$ cat src/xrx_pkg.sv
// Shared constants and carrier types for the receive alignment block
package xrx_pkg;

   // ======================================================
   // Link geometry
   localparam int NUM_LANES = 4;

   // ======================================================
   // Control code groups (decoded 8-bit values with K flag)
   localparam logic [7:0] CODE_COMMA = 8'hBC;
   localparam logic [7:0] CODE_ALIGN = 8'h7C;
   localparam logic [7:0] CODE_RATE = 8'h1C;

   // ======================================================
   // Lane synchronisation counts
   localparam logic [2:0] SYNC_COMMAS = 3'h4;
   localparam logic [2:0] SYNC_BAD_LIMIT = 3'h4;
   localparam logic [2:0] SYNC_GOOD_RUN = 3'h4;

   // ======================================================
   // Deskew
   localparam int DSK_DEPTH = 16;
   localparam logic [3:0] DSK_WINDOW = 4'hA;
   localparam logic [2:0] DSK_ALIGN_NEED = 3'h4;
   localparam logic [2:0] DSK_MISALIGN_LIMIT = 3'h4;

   // ======================================================
   // Rate match
   localparam int RM_PPM_TOTAL = 200;
   localparam int RM_DEPTH = 8;
   localparam logic [3:0] RM_LOW = 4'h3;
   localparam logic [3:0] RM_MID = 4'h4;
   localparam logic [3:0] RM_HIGH = 4'h6;
   localparam logic [3:0] RM_FULL = 4'h8;
   localparam logic [1:0] RM_FLAG_HOLD = 2'h2;

   // ======================================================
   // Carriers
   typedef struct packed {
      logic err;
      logic k;
      logic [7:0] data;
   } xrx_cg_t;

   typedef struct packed {
      xrx_cg_t [NUM_LANES-1:0] lane;
   } xrx_col_t;

   typedef enum logic {SYNC_LOSS, SYNC_OK} xrx_sync_state_t;
   typedef enum logic [1:0] {DSK_HOLD, DSK_WAIT, DSK_RUN} xrx_dsk_state_t;

endpackage

$ cat src/xrx_lane_sync.sv
// Per-lane code-group synchronisation machine
module xrx_lane_sync (
   // Clock and reset
   input wire logic clk,
   input wire logic rstn,
   // Decoded code group
   input wire xrx_pkg::xrx_cg_t cg,
   // Status
   output logic sync_ok
);

   xrx_pkg::xrx_sync_state_t state;
   logic [2:0] comma_cnt;
   logic [2:0] bad_cnt;
   logic [2:0] good_cnt;
   logic is_comma;

   assign is_comma = cg.k && (cg.data == xrx_pkg::CODE_COMMA) && !cg.err;

   // ======================================================
   // Acquire and lose
   always_ff @(posedge clk or negedge rstn) begin
      if (!rstn) begin
         state <= xrx_pkg::SYNC_LOSS;
         comma_cnt <= 3'h0;
         bad_cnt <= 3'h0;
         good_cnt <= 3'h0;
      end else begin
         case (state)
            xrx_pkg::SYNC_LOSS: begin
               bad_cnt <= 3'h0;
               good_cnt <= 3'h0;
               if (cg.err) begin
                  comma_cnt <= 3'h0; // RULE1
               end else if (is_comma) begin
                  if (comma_cnt == xrx_pkg::SYNC_COMMAS - 3'h1) begin
                     state <= xrx_pkg::SYNC_OK; // RULE1
                     comma_cnt <= 3'h0;
                  end else begin
                     comma_cnt <= comma_cnt + 3'h1;
                  end
               end
            end
            default: begin
               if (cg.err) begin
                  good_cnt <= 3'h0;
                  if (bad_cnt == xrx_pkg::SYNC_BAD_LIMIT - 3'h1) begin
                     state <= xrx_pkg::SYNC_LOSS; // RULE3
                     bad_cnt <= 3'h0;
                  end else begin
                     bad_cnt <= bad_cnt + 3'h1;
                  end
               end else if (good_cnt == xrx_pkg::SYNC_GOOD_RUN - 3'h1) begin
                  // A full run of valid groups forgives earlier errors
                  good_cnt <= 3'h0;
                  bad_cnt <= 3'h0; // RULE3
               end else begin
                  good_cnt <= good_cnt + 3'h1;
               end
            end
         endcase
      end
   end

   always_ff @(posedge clk or negedge rstn) begin
      if (!rstn) begin
         sync_ok <= 1'b0;
      end else begin
         sync_ok <= (state == xrx_pkg::SYNC_OK); // RULE2
      end
   end

endmodule

$ cat src/xrx_rx_align.sv
// Four-lane receive sync, deskew and rate match
// How it works
// RULE1: Four commas without error give lane sync
// RULE2: Lane sync output high while synchronized
// RULE3: Four errors without four valids lose sync
// RULE4: Far end sends align groups on all lanes
// RULE5: Deskew waits for sync on all lanes
// RULE6: Pointers hold until first align group
// RULE7: After align, write advances, read frozen
// RULE8: All aligns within ten cycles release reads
// RULE9: Three more aligned columns assert deskewed
// RULE10: Four misaligned columns drop deskewed
// RULE11: Rate match absorbs 200 PPM total offset
// RULE12: Far end sends rate columns on all lanes
// RULE13: Rate match needs sync and deskew
// RULE14: Insert or delete whole rate columns
// RULE15: One-cycle drop pulse per deleted column
// RULE16: One-cycle add pulse per inserted column
// RULE17: Full or empty flagged three cycles, no recovery
// RULE18: Fabric resets receiver after full or empty
// RULE19: Sync loss returns deskew to hold
module xrx_rx_align (
   // Clock and reset
   input wire logic CLOCK,
   input wire logic RSTN,
   // Decoded code groups, one per lane
   input wire xrx_pkg::xrx_col_t RX_CG,
   // Status
   output logic [3:0] LANE_SYNC_OK,
   output logic LANES_DESKEWED,
   // Aligned, rate-matched data
   output xrx_pkg::xrx_col_t RX_COLUMN,
   output logic RX_VALID,
   // Rate-match events
   output logic [3:0] COLUMN_DROPPED_PULSE,
   output logic [3:0] COLUMN_ADDED_PULSE,
   output logic RM_FULL_FLAG,
   output logic RM_EMPTY_FLAG
);

   // ======================================================
   // Lane synchronisation
   for (genvar g = 0; g < xrx_pkg::NUM_LANES; g++) begin : g_lane
      xrx_lane_sync u_sync (
         .clk(CLOCK),
         .rstn(RSTN),
         .cg(RX_CG.lane[g]),
         .sync_ok(LANE_SYNC_OK[g])
      );
   end
   logic all_sync;
   assign all_sync = &LANE_SYNC_OK;
   // ======================================================
   // Deskew
   xrx_pkg::xrx_dsk_state_t dsk_state;
   xrx_pkg::xrx_cg_t dsk_mem [xrx_pkg::NUM_LANES][xrx_pkg::DSK_DEPTH];
   logic [3:0] wr_ptr [xrx_pkg::NUM_LANES];
   logic [3:0] rd_ptr;
   logic [3:0] seen;
   logic [3:0] is_a;
   logic [3:0] wr_en;
   logic [3:0] win_cnt;
   xrx_pkg::xrx_col_t dsk_out;
   logic dsk_vld;
   logic [2:0] align_cnt;
   logic [2:0] mis_cnt;
   logic col_aligned;
   logic col_misaligned;
   logic drop_align;
   always_comb begin
      for (int i = 0; i < xrx_pkg::NUM_LANES; i++) begin
         is_a[i] = RX_CG.lane[i].k && (RX_CG.lane[i].data == xrx_pkg::CODE_ALIGN);
      end
   end
   // Write only once a lane has seen its align group
   always_comb begin
      case (dsk_state)
         xrx_pkg::DSK_RUN: wr_en = 4'hF; // RULE7
         xrx_pkg::DSK_WAIT: wr_en = seen | is_a; // RULE7
         default: wr_en = all_sync ? is_a : 4'h0; // RULE5 RULE6
      endcase
   end
   always_ff @(posedge CLOCK) begin
      for (int i = 0; i < xrx_pkg::NUM_LANES; i++) begin
         if (wr_en[i]) begin
            dsk_mem[i][wr_ptr[i]] <= RX_CG.lane[i];
         end
      end
   end
   always_ff @(posedge CLOCK or negedge RSTN) begin
      if (!RSTN) begin
         dsk_state <= xrx_pkg::DSK_HOLD;
         seen <= 4'h0;
         win_cnt <= 4'h0;
         rd_ptr <= 4'h0;
         for (int i = 0; i < xrx_pkg::NUM_LANES; i++) begin
            wr_ptr[i] <= 4'h0;
         end
      end else if (!all_sync || drop_align) begin
         dsk_state <= xrx_pkg::DSK_HOLD; // RULE19 RULE10
         seen <= 4'h0;
         win_cnt <= 4'h0;
         rd_ptr <= 4'h0;
         for (int i = 0; i < xrx_pkg::NUM_LANES; i++) begin
            wr_ptr[i] <= 4'h0;
         end
      end else begin
         for (int i = 0; i < xrx_pkg::NUM_LANES; i++) begin
            if (wr_en[i]) begin
               wr_ptr[i] <= wr_ptr[i] + 4'h1;
            end
         end
         case (dsk_state)
            xrx_pkg::DSK_HOLD: begin
               if (is_a == 4'hF) begin
                  dsk_state <= xrx_pkg::DSK_RUN; // RULE8
               end else if (is_a != 4'h0) begin
                  dsk_state <= xrx_pkg::DSK_WAIT;
                  seen <= is_a;
                  win_cnt <= 4'h1;
               end
            end
            xrx_pkg::DSK_WAIT: begin
               seen <= seen | is_a;
               win_cnt <= win_cnt + 4'h1;
               if ((seen | is_a) == 4'hF) begin
                  dsk_state <= xrx_pkg::DSK_RUN; // RULE8
               end else if (win_cnt == xrx_pkg::DSK_WINDOW - 4'h1) begin
                  // Skew too large: start over from the hold state
                  dsk_state <= xrx_pkg::DSK_HOLD; // RULE8
                  seen <= 4'h0;
                  win_cnt <= 4'h0;
                  for (int i = 0; i < xrx_pkg::NUM_LANES; i++) begin
                     wr_ptr[i] <= 4'h0;
                  end
               end
            end
            default: begin
               rd_ptr <= rd_ptr + 4'h1; // RULE8
            end
         endcase
      end
   end
   always_ff @(posedge CLOCK or negedge RSTN) begin
      if (!RSTN) begin
         dsk_out <= '0;
         dsk_vld <= 1'b0;
      end else begin
         dsk_vld <= all_sync && !drop_align && (dsk_state == xrx_pkg::DSK_RUN);
         for (int i = 0; i < xrx_pkg::NUM_LANES; i++) begin
            dsk_out.lane[i] <= dsk_mem[i][rd_ptr];
         end
      end
   end
   always_comb begin
      col_aligned = dsk_vld;
      col_misaligned = 1'b0;
      for (int i = 0; i < xrx_pkg::NUM_LANES; i++) begin
         if (!(dsk_out.lane[i].k && dsk_out.lane[i].data == xrx_pkg::CODE_ALIGN)) begin
            col_aligned = 1'b0;
         end else begin
            col_misaligned = dsk_vld;
         end
      end
      if (col_aligned) begin
         col_misaligned = 1'b0;
      end
   end
   assign drop_align = LANES_DESKEWED && col_misaligned && (mis_cnt == xrx_pkg::DSK_MISALIGN_LIMIT - 3'h1);
   always_ff @(posedge CLOCK or negedge RSTN) begin
      if (!RSTN) begin
         LANES_DESKEWED <= 1'b0;
         align_cnt <= 3'h0;
         mis_cnt <= 3'h0;
      end else if (!all_sync || !dsk_vld || drop_align) begin
         LANES_DESKEWED <= 1'b0; // RULE10 RULE19
         align_cnt <= 3'h0;
         mis_cnt <= 3'h0;
      end else if (!LANES_DESKEWED) begin
         if (col_aligned) begin
            if (align_cnt == xrx_pkg::DSK_ALIGN_NEED - 3'h1) begin
               LANES_DESKEWED <= 1'b1; // RULE9
            end
            align_cnt <= align_cnt + 3'h1;
         end else if (col_misaligned) begin
            align_cnt <= 3'h0;
         end
      end else if (col_aligned) begin
         mis_cnt <= 3'h0; // RULE10
      end else if (col_misaligned) begin
         mis_cnt <= mis_cnt + 3'h1; // RULE10
      end
   end
   // ======================================================
   // Rate match: thresholds sized for 200 PPM drift between R columns
   xrx_pkg::xrx_col_t rm_mem [xrx_pkg::RM_DEPTH];
   logic [2:0] rm_wp;
   logic [2:0] rm_rp;
   logic [3:0] rm_cnt;
   logic rm_run;
   logic rm_started;
   logic in_r;
   logic out_r;
   logic rm_del;
   logic rm_ins;
   logic rm_wr;
   logic rm_rd;
   logic full_ev;
   logic empty_ev;
   logic [1:0] full_hold;
   logic [1:0] empty_hold;
   assign rm_run = all_sync && LANES_DESKEWED && dsk_vld; // RULE13
   always_comb begin
      in_r = 1'b1;
      out_r = 1'b1;
      for (int i = 0; i < xrx_pkg::NUM_LANES; i++) begin
         if (!(dsk_out.lane[i].k && dsk_out.lane[i].data == xrx_pkg::CODE_RATE)) begin
            in_r = 1'b0;
         end
         if (!(RX_COLUMN.lane[i].k && RX_COLUMN.lane[i].data == xrx_pkg::CODE_RATE)) begin
            out_r = 1'b0;
         end
      end
   end
   assign rm_del = rm_run && in_r && (rm_cnt >= xrx_pkg::RM_HIGH); // RULE14 RULE11
   assign rm_ins = rm_started && RX_VALID && out_r && (rm_cnt < xrx_pkg::RM_LOW); // RULE14
   assign full_ev = rm_run && !rm_del && (rm_cnt == xrx_pkg::RM_FULL);
   assign empty_ev = rm_started && !rm_ins && (rm_cnt == 4'h0);
   // Full and empty are only reported; the fabric must reset to recover
   assign rm_wr = rm_run && !rm_del && !full_ev; // RULE17
   assign rm_rd = rm_started && !rm_ins && !empty_ev; // RULE17
   always_ff @(posedge CLOCK) begin
      if (rm_wr) begin
         rm_mem[rm_wp] <= dsk_out;
      end
   end
   always_ff @(posedge CLOCK or negedge RSTN) begin
      if (!RSTN) begin
         rm_wp <= 3'h0;
         rm_rp <= 3'h0;
         rm_cnt <= 4'h0;
         rm_started <= 1'b0;
         RX_COLUMN <= '0;
         RX_VALID <= 1'b0;
      end else if (!rm_run) begin
         rm_wp <= 3'h0; // RULE13
         rm_rp <= 3'h0;
         rm_cnt <= 4'h0;
         rm_started <= 1'b0;
         RX_VALID <= 1'b0;
      end else begin
         if (rm_wr) begin
            rm_wp <= rm_wp + 3'h1;
         end
         if (rm_rd) begin
            rm_rp <= rm_rp + 3'h1;
            RX_COLUMN <= rm_mem[rm_rp];
         end
         rm_cnt <= rm_cnt + {3'h0, rm_wr} - {3'h0, rm_rd};
         if (rm_cnt >= xrx_pkg::RM_MID) begin
            rm_started <= 1'b1;
         end
         // An inserted column repeats the R column already on the output
         RX_VALID <= rm_rd || rm_ins; // RULE16
      end
   end

   always_ff @(posedge CLOCK or negedge RSTN) begin
      if (!RSTN) begin
         COLUMN_DROPPED_PULSE <= 4'h0;
         COLUMN_ADDED_PULSE <= 4'h0;
      end else begin
         COLUMN_DROPPED_PULSE <= {4{rm_del}}; // RULE15
         COLUMN_ADDED_PULSE <= {4{rm_ins && rm_run}}; // RULE16
      end
   end

   always_ff @(posedge CLOCK or negedge RSTN) begin
      if (!RSTN) begin
         RM_FULL_FLAG <= 1'b0;
         RM_EMPTY_FLAG <= 1'b0;
         full_hold <= 2'h0;
         empty_hold <= 2'h0;
      end else begin
         RM_FULL_FLAG <= full_ev || (full_hold != 2'h0); // RULE17
         RM_EMPTY_FLAG <= empty_ev || (empty_hold != 2'h0); // RULE17
         if (full_ev) begin
            full_hold <= xrx_pkg::RM_FLAG_HOLD;
         end else if (full_hold != 2'h0) begin
            full_hold <= full_hold - 2'h1;
         end
         if (empty_ev) begin
            empty_hold <= xrx_pkg::RM_FLAG_HOLD;
         end else if (empty_hold != 2'h0) begin
            empty_hold <= empty_hold - 2'h1;
         end
      end
   end

endmodule

$ cat config.mk
export PLATFORM = sky130hd
export DESIGN_NAME = xrx_rx_align
export DESIGN_NICKNAME = d
export VERILOG_FILES = /design/src/xrx_pkg.sv /design/src/xrx_lane_sync.sv /design/src/xrx_rx_align.sv
export SDC_FILE = /design/constraint.sdc
export NUM_CORES = 1
export LEC_CHECK = 0
export BUFFER_PORTS_ARGS = -buffer_cell sky130_fd_sc_hd__buf_2
export CORE_MARGIN = 4
export CORE_UTILIZATION = 60
export DETAILED_ROUTE_END_ITERATION = 10
export PLACE_DENSITY = 0.75
export SKIP_LAST_GASP = 1
export SYNTH_ARGS = -nofsm -noshare
export SYNTH_HDL_FRONTEND = slang
export SYNTH_SLANG_ARGS = --single-unit
$ cat constraint.sdc
create_clock -name CLOCK -period 7.61 [get_ports CLOCK]
set_input_delay 0.3805 -clock CLOCK [delete_from_list [all_inputs] [get_ports CLOCK]]
set_output_delay 0.3805 -clock CLOCK [all_outputs]
set_load 0.05 [all_outputs]
### After elaboration in Yosys (flattened, before gate mapping)

Memories as Yosys holds them, arrays and structs flattened. A register that Yosys moved wholly into a read port is not among the register bits.
Cells that the tools add are included.

| cells by class | value |
|---|---|
| mux-type cells | 164 |
| equality and inequality tests | 53 |
| divide/modulo/power cells | 0 |
| shift-type cells | 0 |
| bitwise gates (word level) | 10 |
| magnitude comparators | 12 |
| reduce and logical (&&, ||, !) cells | 89 |
| multipliers | 0 |
| $add $sub $neg | 26 |

Operator list:

| operator | number |
|---|---|
| 160-bit 2-to-1 mux | 4 |
| 10-bit binary-select mux with 4-bit select | 4 |
| 10-bit demux with 4-bit select | 4 |
| 3-bit 2-to-1 mux | 52 |
| 10-bit 2-to-1 mux | 12 |
| 4-bit 2-to-1 mux | 18 |
| 8-bit by 5-bit equality test with 1-bit output, second input constant | 8 |
| 8-bit by 7-bit equality test with 1-bit output, second input constant | 8 |
| 16-bit 2-to-1 mux | 4 |
| 1-bit 2-to-1 mux | 53 |
| 3-bit by 1-bit adder with 3-bit output, second input constant | 16 |
| 1-bit logical AND | 46 |
| 3-bit by 2-bit equality test with 1-bit output, second input constant | 14 |
| 8-bit equality test, second input constant | 4 |
| 5-bit greater-or-equal comparator, second input constant | 5 |
| 4-bit inverter with 5-bit output | 5 |
| 4-bit by 1-bit adder with 4-bit output, second input constant | 6 |
| 4-bit one-hot mux with 2 select lines | 3 |
| 5-bit by 1-bit < comparator with 1-bit output, second input constant | 4 |
| 2-bit 2-to-1 mux | 9 |
| 3-bit inequality test, second input constant | 6 |
| 2-bit nonzero test | 9 |
| 4-bit equality test, second input constant | 4 |
| 2-bit AND reduction | 7 |
| 21 further kinds | 49 |

| word-level totals | value |
|---|---|
| flip-flop bits (word level) | 142 |
| memories kept | 2 |
| output and inout port bits | 56 |
| bits in writable memories | 960 |
| logic and storage cells | 411 |
| input bits | 42 |
| bits in read-only memories | 0 |
| bits in latches | 0 |

Memories:

| memory | depth | bits a word | rd ports | clocked after Yosys merged registers in | wr ports | RTL line | text |
|---|---|---|---|---|---|---|---|
| dsk_mem | 4 | 160 | 4 | 0 | 4 | xrx_rx_align.sv:56 | `xrx_pkg::xrx_cg_t dsk_mem [xrx_pkg::NUM_LANES][xrx_pkg::DSK_DEPTH];` |
| rm_mem | 8 | 40 | 1 | 1 | 1 | xrx_rx_align.sv:196 | `xrx_pkg::xrx_col_t rm_mem [xrx_pkg::RM_DEPTH];` |

### Logic depth before layout (Yosys ltp)

| logic depth | value |
|---|---|
| depth after elaboration | 16 |
| gate-level depth with buffers | 14 |
| gate-level depth less buffers | 13 |

### Modules after synthesis

From an unflattened synthesis, not the netlist that was laid out.

| unflattened totals | value |
|---|---|
| cell total of the unflattened synthesis | 2527 |
| area, all modules | 45112.0 um^2 |

By module, submodules not included:

| module | area each (um^2) | instances | sequential area each (um^2) | cells each |
|---|---|---|---|---|
| xrx_rx_align | 43010.0 | 1 | 32281.0 | 2339 |
| xrx_lane_sync | 525.5 | 4 | 275.3 | 47 |

### Worst setup path after synthesis

No wires, ideal clock.

| timing path | value |
|---|---|
| path kind | reg-to-reg |
| from | reg g_lane[2].u_sync.sync_ok |
| to | mem rm_mem[4][0] (netlist name) (enable) |
| stages on the path, launching flop included | 7 |
| period minus slack after synthesis | 6.279 ns |
| data required time | 7.058 ns |
| library setup time | 0.552 ns |
| setup slack | 1.331 ns |
| arrival time | 5.728 ns |
| path through | dfrtp_1 and4_1 clkbuf_1 nand3_1 or3b_1 buf_2 nor4b_1 |

| on the way | value |
|---|---|
| word-level cells in the longest chain between the ends | 12 |

RTL lines:

| element | RTL line | text |
|---|---|---|
| start, declared | xrx_lane_sync.sv:9 | `output logic sync_ok` |
| start signal, assigned | xrx_lane_sync.sv:69 | `sync_ok <= (state == xrx_pkg::SYNC_OK);` |
| 4-bit AND reduction * | xrx_rx_align.sv:52 | `assign all_sync = &LANE_SYNC_OK;` |
| 1-bit logical AND * (2 in series) | xrx_rx_align.sv:212 | `assign rm_run = all_sync && LANES_DESKEWED && dsk_vld;` |
| 1-bit logical AND (2 in series) | xrx_rx_align.sv:225 | `assign rm_del = rm_run && in_r && (rm_cnt >= xrx_pkg::RM_HIGH);` |
| 1-bit logical NOT | xrx_rx_align.sv:227, xrx_rx_align.sv:230 |  |
| 1-bit logical AND * | xrx_rx_align.sv:227, xrx_rx_align.sv:230 |  |
| 1-bit logical AND | xrx_rx_align.sv:227 | `assign full_ev = rm_run && !rm_del && (rm_cnt == xrx_pkg::RM_FULL);` |
| 1-bit logical NOT | xrx_rx_align.sv:230 | `assign rm_wr = rm_run && !rm_del && !full_ev;` |
| 1-bit logical AND * | xrx_rx_align.sv:230 |  |
| 1-bit 2-to-1 mux * | xrx_rx_align.sv:233 | `if (rm_wr) begin` |
| 1-bit 2-to-1 mux (implied by the code) * | xrx_rx_align.sv:234 | `rm_mem[rm_wp] <= dsk_out;` |
| end, declared | xrx_rx_align.sv:196 |  |

Every way passes the cells marked *; elsewhere a longest branch is shown, timed or not.

### Final worst setup path

| timing path | value |
|---|---|
| from | reg g_lane[0].u_sync.sync_ok |
| to | mem rm_mem[5][14] (netlist name) (enable) |

| on the way | value |
|---|---|
| word-level cells in the longest chain between the ends | 12 |

RTL lines:

| element | RTL line |
|---|---|
| start, declared | xrx_lane_sync.sv:9 |
| start signal, assigned | xrx_lane_sync.sv:69 |
| 4-bit AND reduction * | xrx_rx_align.sv:52 |
| 1-bit logical AND * (2 in series) | xrx_rx_align.sv:212 |
| 1-bit logical AND (2 in series) | xrx_rx_align.sv:225 |
| 1-bit logical NOT | xrx_rx_align.sv:227, xrx_rx_align.sv:230 |
| 1-bit logical AND * | xrx_rx_align.sv:227, xrx_rx_align.sv:230 |
| 1-bit logical AND | xrx_rx_align.sv:227 |
| 1-bit logical NOT | xrx_rx_align.sv:230 |
| 1-bit logical AND * | xrx_rx_align.sv:230 |
| 1-bit 2-to-1 mux * | xrx_rx_align.sv:233 |
| 1-bit 2-to-1 mux (implied by the code) * | xrx_rx_align.sv:234 |

Marks and branches as above.

==> results_dict.tcl <==
set metrics [dict create \
    die_w_um 281 \
    hold_path_class "in2reg" \
    clock_path_buffers 3 \
    worst_slew_pin_slew_ps 1080 \
    synthCells 2511 \
    seq_area_frac_synth_pct 74.4 \
    cts_resized 0 \
    syn-num-nets 2605 \
    synth_xor_area_share_pct 0.429 \
    ctsHtreeMaxLevel 3 \
    via_count 23200 \
    critPathKind "reg2reg" \
    yosys-top-cells-count "960 x edfxtp_1, 182 x dfrtp_1, 163 x mux2i_1" \
    yosysTopAreaCell "edfxtp_1" \
    syn_area_um2 44900 \
    p_per_area_nw_per_um2 278 \
    cts-root-buf "clkbuf_16" \
    grt_pass1_vias 23900 \
    initial_core_util_pct 60.4 \
    synth_top_area_share_pct 64.2 \
    routed_wl_um 94800 \
    finalHoldViolCount 0 \
    ys.flop_type "edfxtp_1" \
    drc 0 \
    synthDistinctLibCells 59 \
    finalCriticalPeriod_ps 4160 \
    max_cap_violations 0 \
    max-vdd-ir-drop_uv 218 \
    fillers 4722 \
    slew_headroom_pct 27.1 \
    avgSynthCellArea_um2 17.9 \
    reg2reg_depth 5 \
    pre_cts_slack_ps 3580 \
    areaGrowthSynthToFinish_pct 11.5 \
    grt_remaining_overflow 0 \
    die_h_um 281 \
    synth_fa_ha_area_share_pct 1.47 \
    rsz0062_at_grt "false" \
    rows 100 \
    synth_compound_area_share_pct 4.59 \
    critPathMaxFanout 30 \
    utilization_pct 67.4 \
    cts_setup_buffers 0 \
    synthMuxAreaShare_pct 12.8 \
    fin_crit_sh_pct 54.6 \
    fmax_mhz 241 \
    cts_made_buffers 109 \
    gp_congestion 0.887 \
    synth_simple_gate_area_share_pct 4.75 \
    wl_per_cell_um 25.6 \
    setup_tns_ps 0 \
    drtPass1Iterations 6 \
    synth_top_family_by_area "multiplexers" \
    crit_path_start "g_lane[0].u_sync.sync_ok$_DFF_PN0_" \
    ant_nets 0 \
    setup_slack_ps 3450 \
    yosysMostFrequentCell "edfxtp_1" \
    seq_area_um2 33400 \
    holdCritStartpoint "RX_CG[8]" \
    die-area_um2 79200 \
    grt_start_max_net_pins 92 \
    power_w 0.0139 \
    synth_async_sr_flop_share_pct 15.9 \
    cts_tree "done" \
    yosys_warnings 0 \
    worstPathArrival_ps 4440 \
    multi_input_area_um2 10800 \
    hold_path_depth 1 \
    dr.first_iter.drc_count 2342 \
    finalNonFillerCells 3700 \
    p_leak_nw 16.8 \
    core-area_um2 74300 \
    insertion_delay_ps 670 \
    dp.cells 3492 \
    dp_hpwl_um 58600 \
    setup_viol 0 \
    path_clk_slew_ps 60 \
    synth-edff-count 960 \
    grt_usage_pct 24.4 \
    synth_area_leaders "edfxtp_1 64%, dfrtp_1 10%, mux4_2 8.0%" \
    cts_num_sinks 1142 \
    antenna_found_initial 5 \
    start_kind "register" \
    crit_required_ps 7890 \
    final_max_slew_viol_count 0 \
    status "finished, final reports clean" \
    yosys_register_bits 1142 \
    final_nets 2729 \
    crit-reg2reg-launch "g_lane[0].u_sync.sync_ok$_DFF_PN0_" \
    drive_gt1_share_pct 19.4 \
    grt_pass1_wl_um 146000 \
    drt-vias-per-instance 6.28 \
    numPortBuffers 97 \
    clock_skew_ps 37.6 \
    num_io_pins 98 \
    cp-end-kind "register" \
]
area by class of cell:
| cell class | instances | area share (%) |
|---|---|---|
| inverters | 47 | 0.352 |
| repair buffers | 141 | 1.65 |
| multi-input cells | 1194 | 21.6 |
| clock buffers | 162 | 6.28 |
| flip-flops and latches | 1142 | 66.7 |
| well taps | 969 | 2.42 |
| diodes | 2 | 0.0100 |
| clock inverters | 43 | 0.912 |
per-layer routing:
metal  vias up  global-route usage (%)  share of wire, %
met2       897                    40.2                50
met4         2                    6.43               2.0
met1     12000                    34.9                41
met3       132                    3.78               7.3
li1      10200                       -                 -
met5         -                       0             0.012
power breakdown:
| part | total, W | switching (W) | internal (W) |
|---|---|---|---|
| Combinational | 0.00125 | 0.000751 | 0.000501 |
| Sequential | 0.00730 | 0.000250 | 0.00705 |
| Clock | 0.00536 | 0.00221 | 0.00315 |
metrics by stage:
| step | area, µm² | hold WS, ps |
|---|---|---|
| 3_5_place_dp | 46400 | 434 |
| 6_report | 50100 | 116 |
| 2_1_floorplan | 44900 | 84.9 |
| 5_1_grt | 50100 | 105 |
| 4_1_cts | 50100 | 74.0 |
| 3_3_place_gp | 46400 | 420 |
path summary, 6_finish.rpt:
check,end,slack (ps)
hold reg to reg,g_lane[2].u_sync.good_cnt[0]$_DFF_PN0_,440
max in group asynchronous,RX_COLUMN[13]$_DFFE_PN0P_,5970
setup reg to reg,rm_mem[5][14]$_DFFE_PP_,3450
setup / recovery,rm_mem[5][14]$_DFFE_PP_,3450
min in group asynchronous,g_lane[1].u_sync.bad_cnt[0]$_DFFE_PN0P_,340
hold / removal,dsk_mem[0][128]$_DFFE_PP_,120
registers in the layout, indices dropped and copies added, names as in the netlist, 2 cells and up:
register                 count
dsk_state                    2
rm_mem                     320
g_lane.u_sync.sync_ok        4
RX_COLUMN                   40
empty_hold                   2
rm_rp                        3
wr_ptr                      16
rd_ptr                       4
g_lane.u_sync.state          4
seen                         4
rm_wp                        3
align_cnt                    3
g_lane.u_sync.bad_cnt       12
win_cnt                      4
rm_cnt                       4
mis_cnt                      3
full_hold                    2
g_lane.u_sync.comma_cnt     12
dsk_mem                    640
g_lane.u_sync.good_cnt      12
dsk_out                     40
placed cells by master, fill, tap and decap left out, types with 8 or more instances in the layout:
cell type	netlist	final
buf_2	14	96
mux2_2	44	44
inv_1	47	47
a221oi_1	41	41
nor4bb_1	9	9
clkbuf_1	77	36
a21oi_1	110	110
bufinv_16	0	9
dfrtp_1	182	176
a22oi_1	40	40
clkbuf_8	0	14
o21ai_0	108	108
a21o_1	8	8
and2_1	23	21
nor3_1	34	31
buf_4	11	43
nor2_1	133	132
nand3_1	23	23
nand4_1	10	10
edfxtp_1	960	960
mux4_2	160	160
nor2b_1	13	12
clkinv_1	0	13
mux2i_1	163	163
xnor2_1	16	16
clkinv_2	0	16
nand2_1	95	95
nand2b_1	16	16
clkbuf_16	0	113
ha_1	51	51
repair_timing:
action	4_1_cts	5_1_grt
setup endpoints to repair	0	0
hold buffers	1	0
hold endpoints to repair	89	0
worst max-delay path, cell delays in order (launching register included):
cell and delay, ps:
dfrtp_1 370, and4_1 630, nand3_1 640, or3b_1 740, nor3_2 780, buf_4 580
kinds of logic (layout without fill, tap and decap cells):
family,after synthesis,in the layout
multiplexers,367,367
AND/OR/NAND/NOR,418,418
other,0,2
adder cells (fa/ha/maj),52,52
buffers and inverters,175,393
flip-flops,1142,1142
XOR/XNOR,22,22
AO/OA/AOI/OAI,335,335
Note: power is estimated with default switching activity, not from simulation.
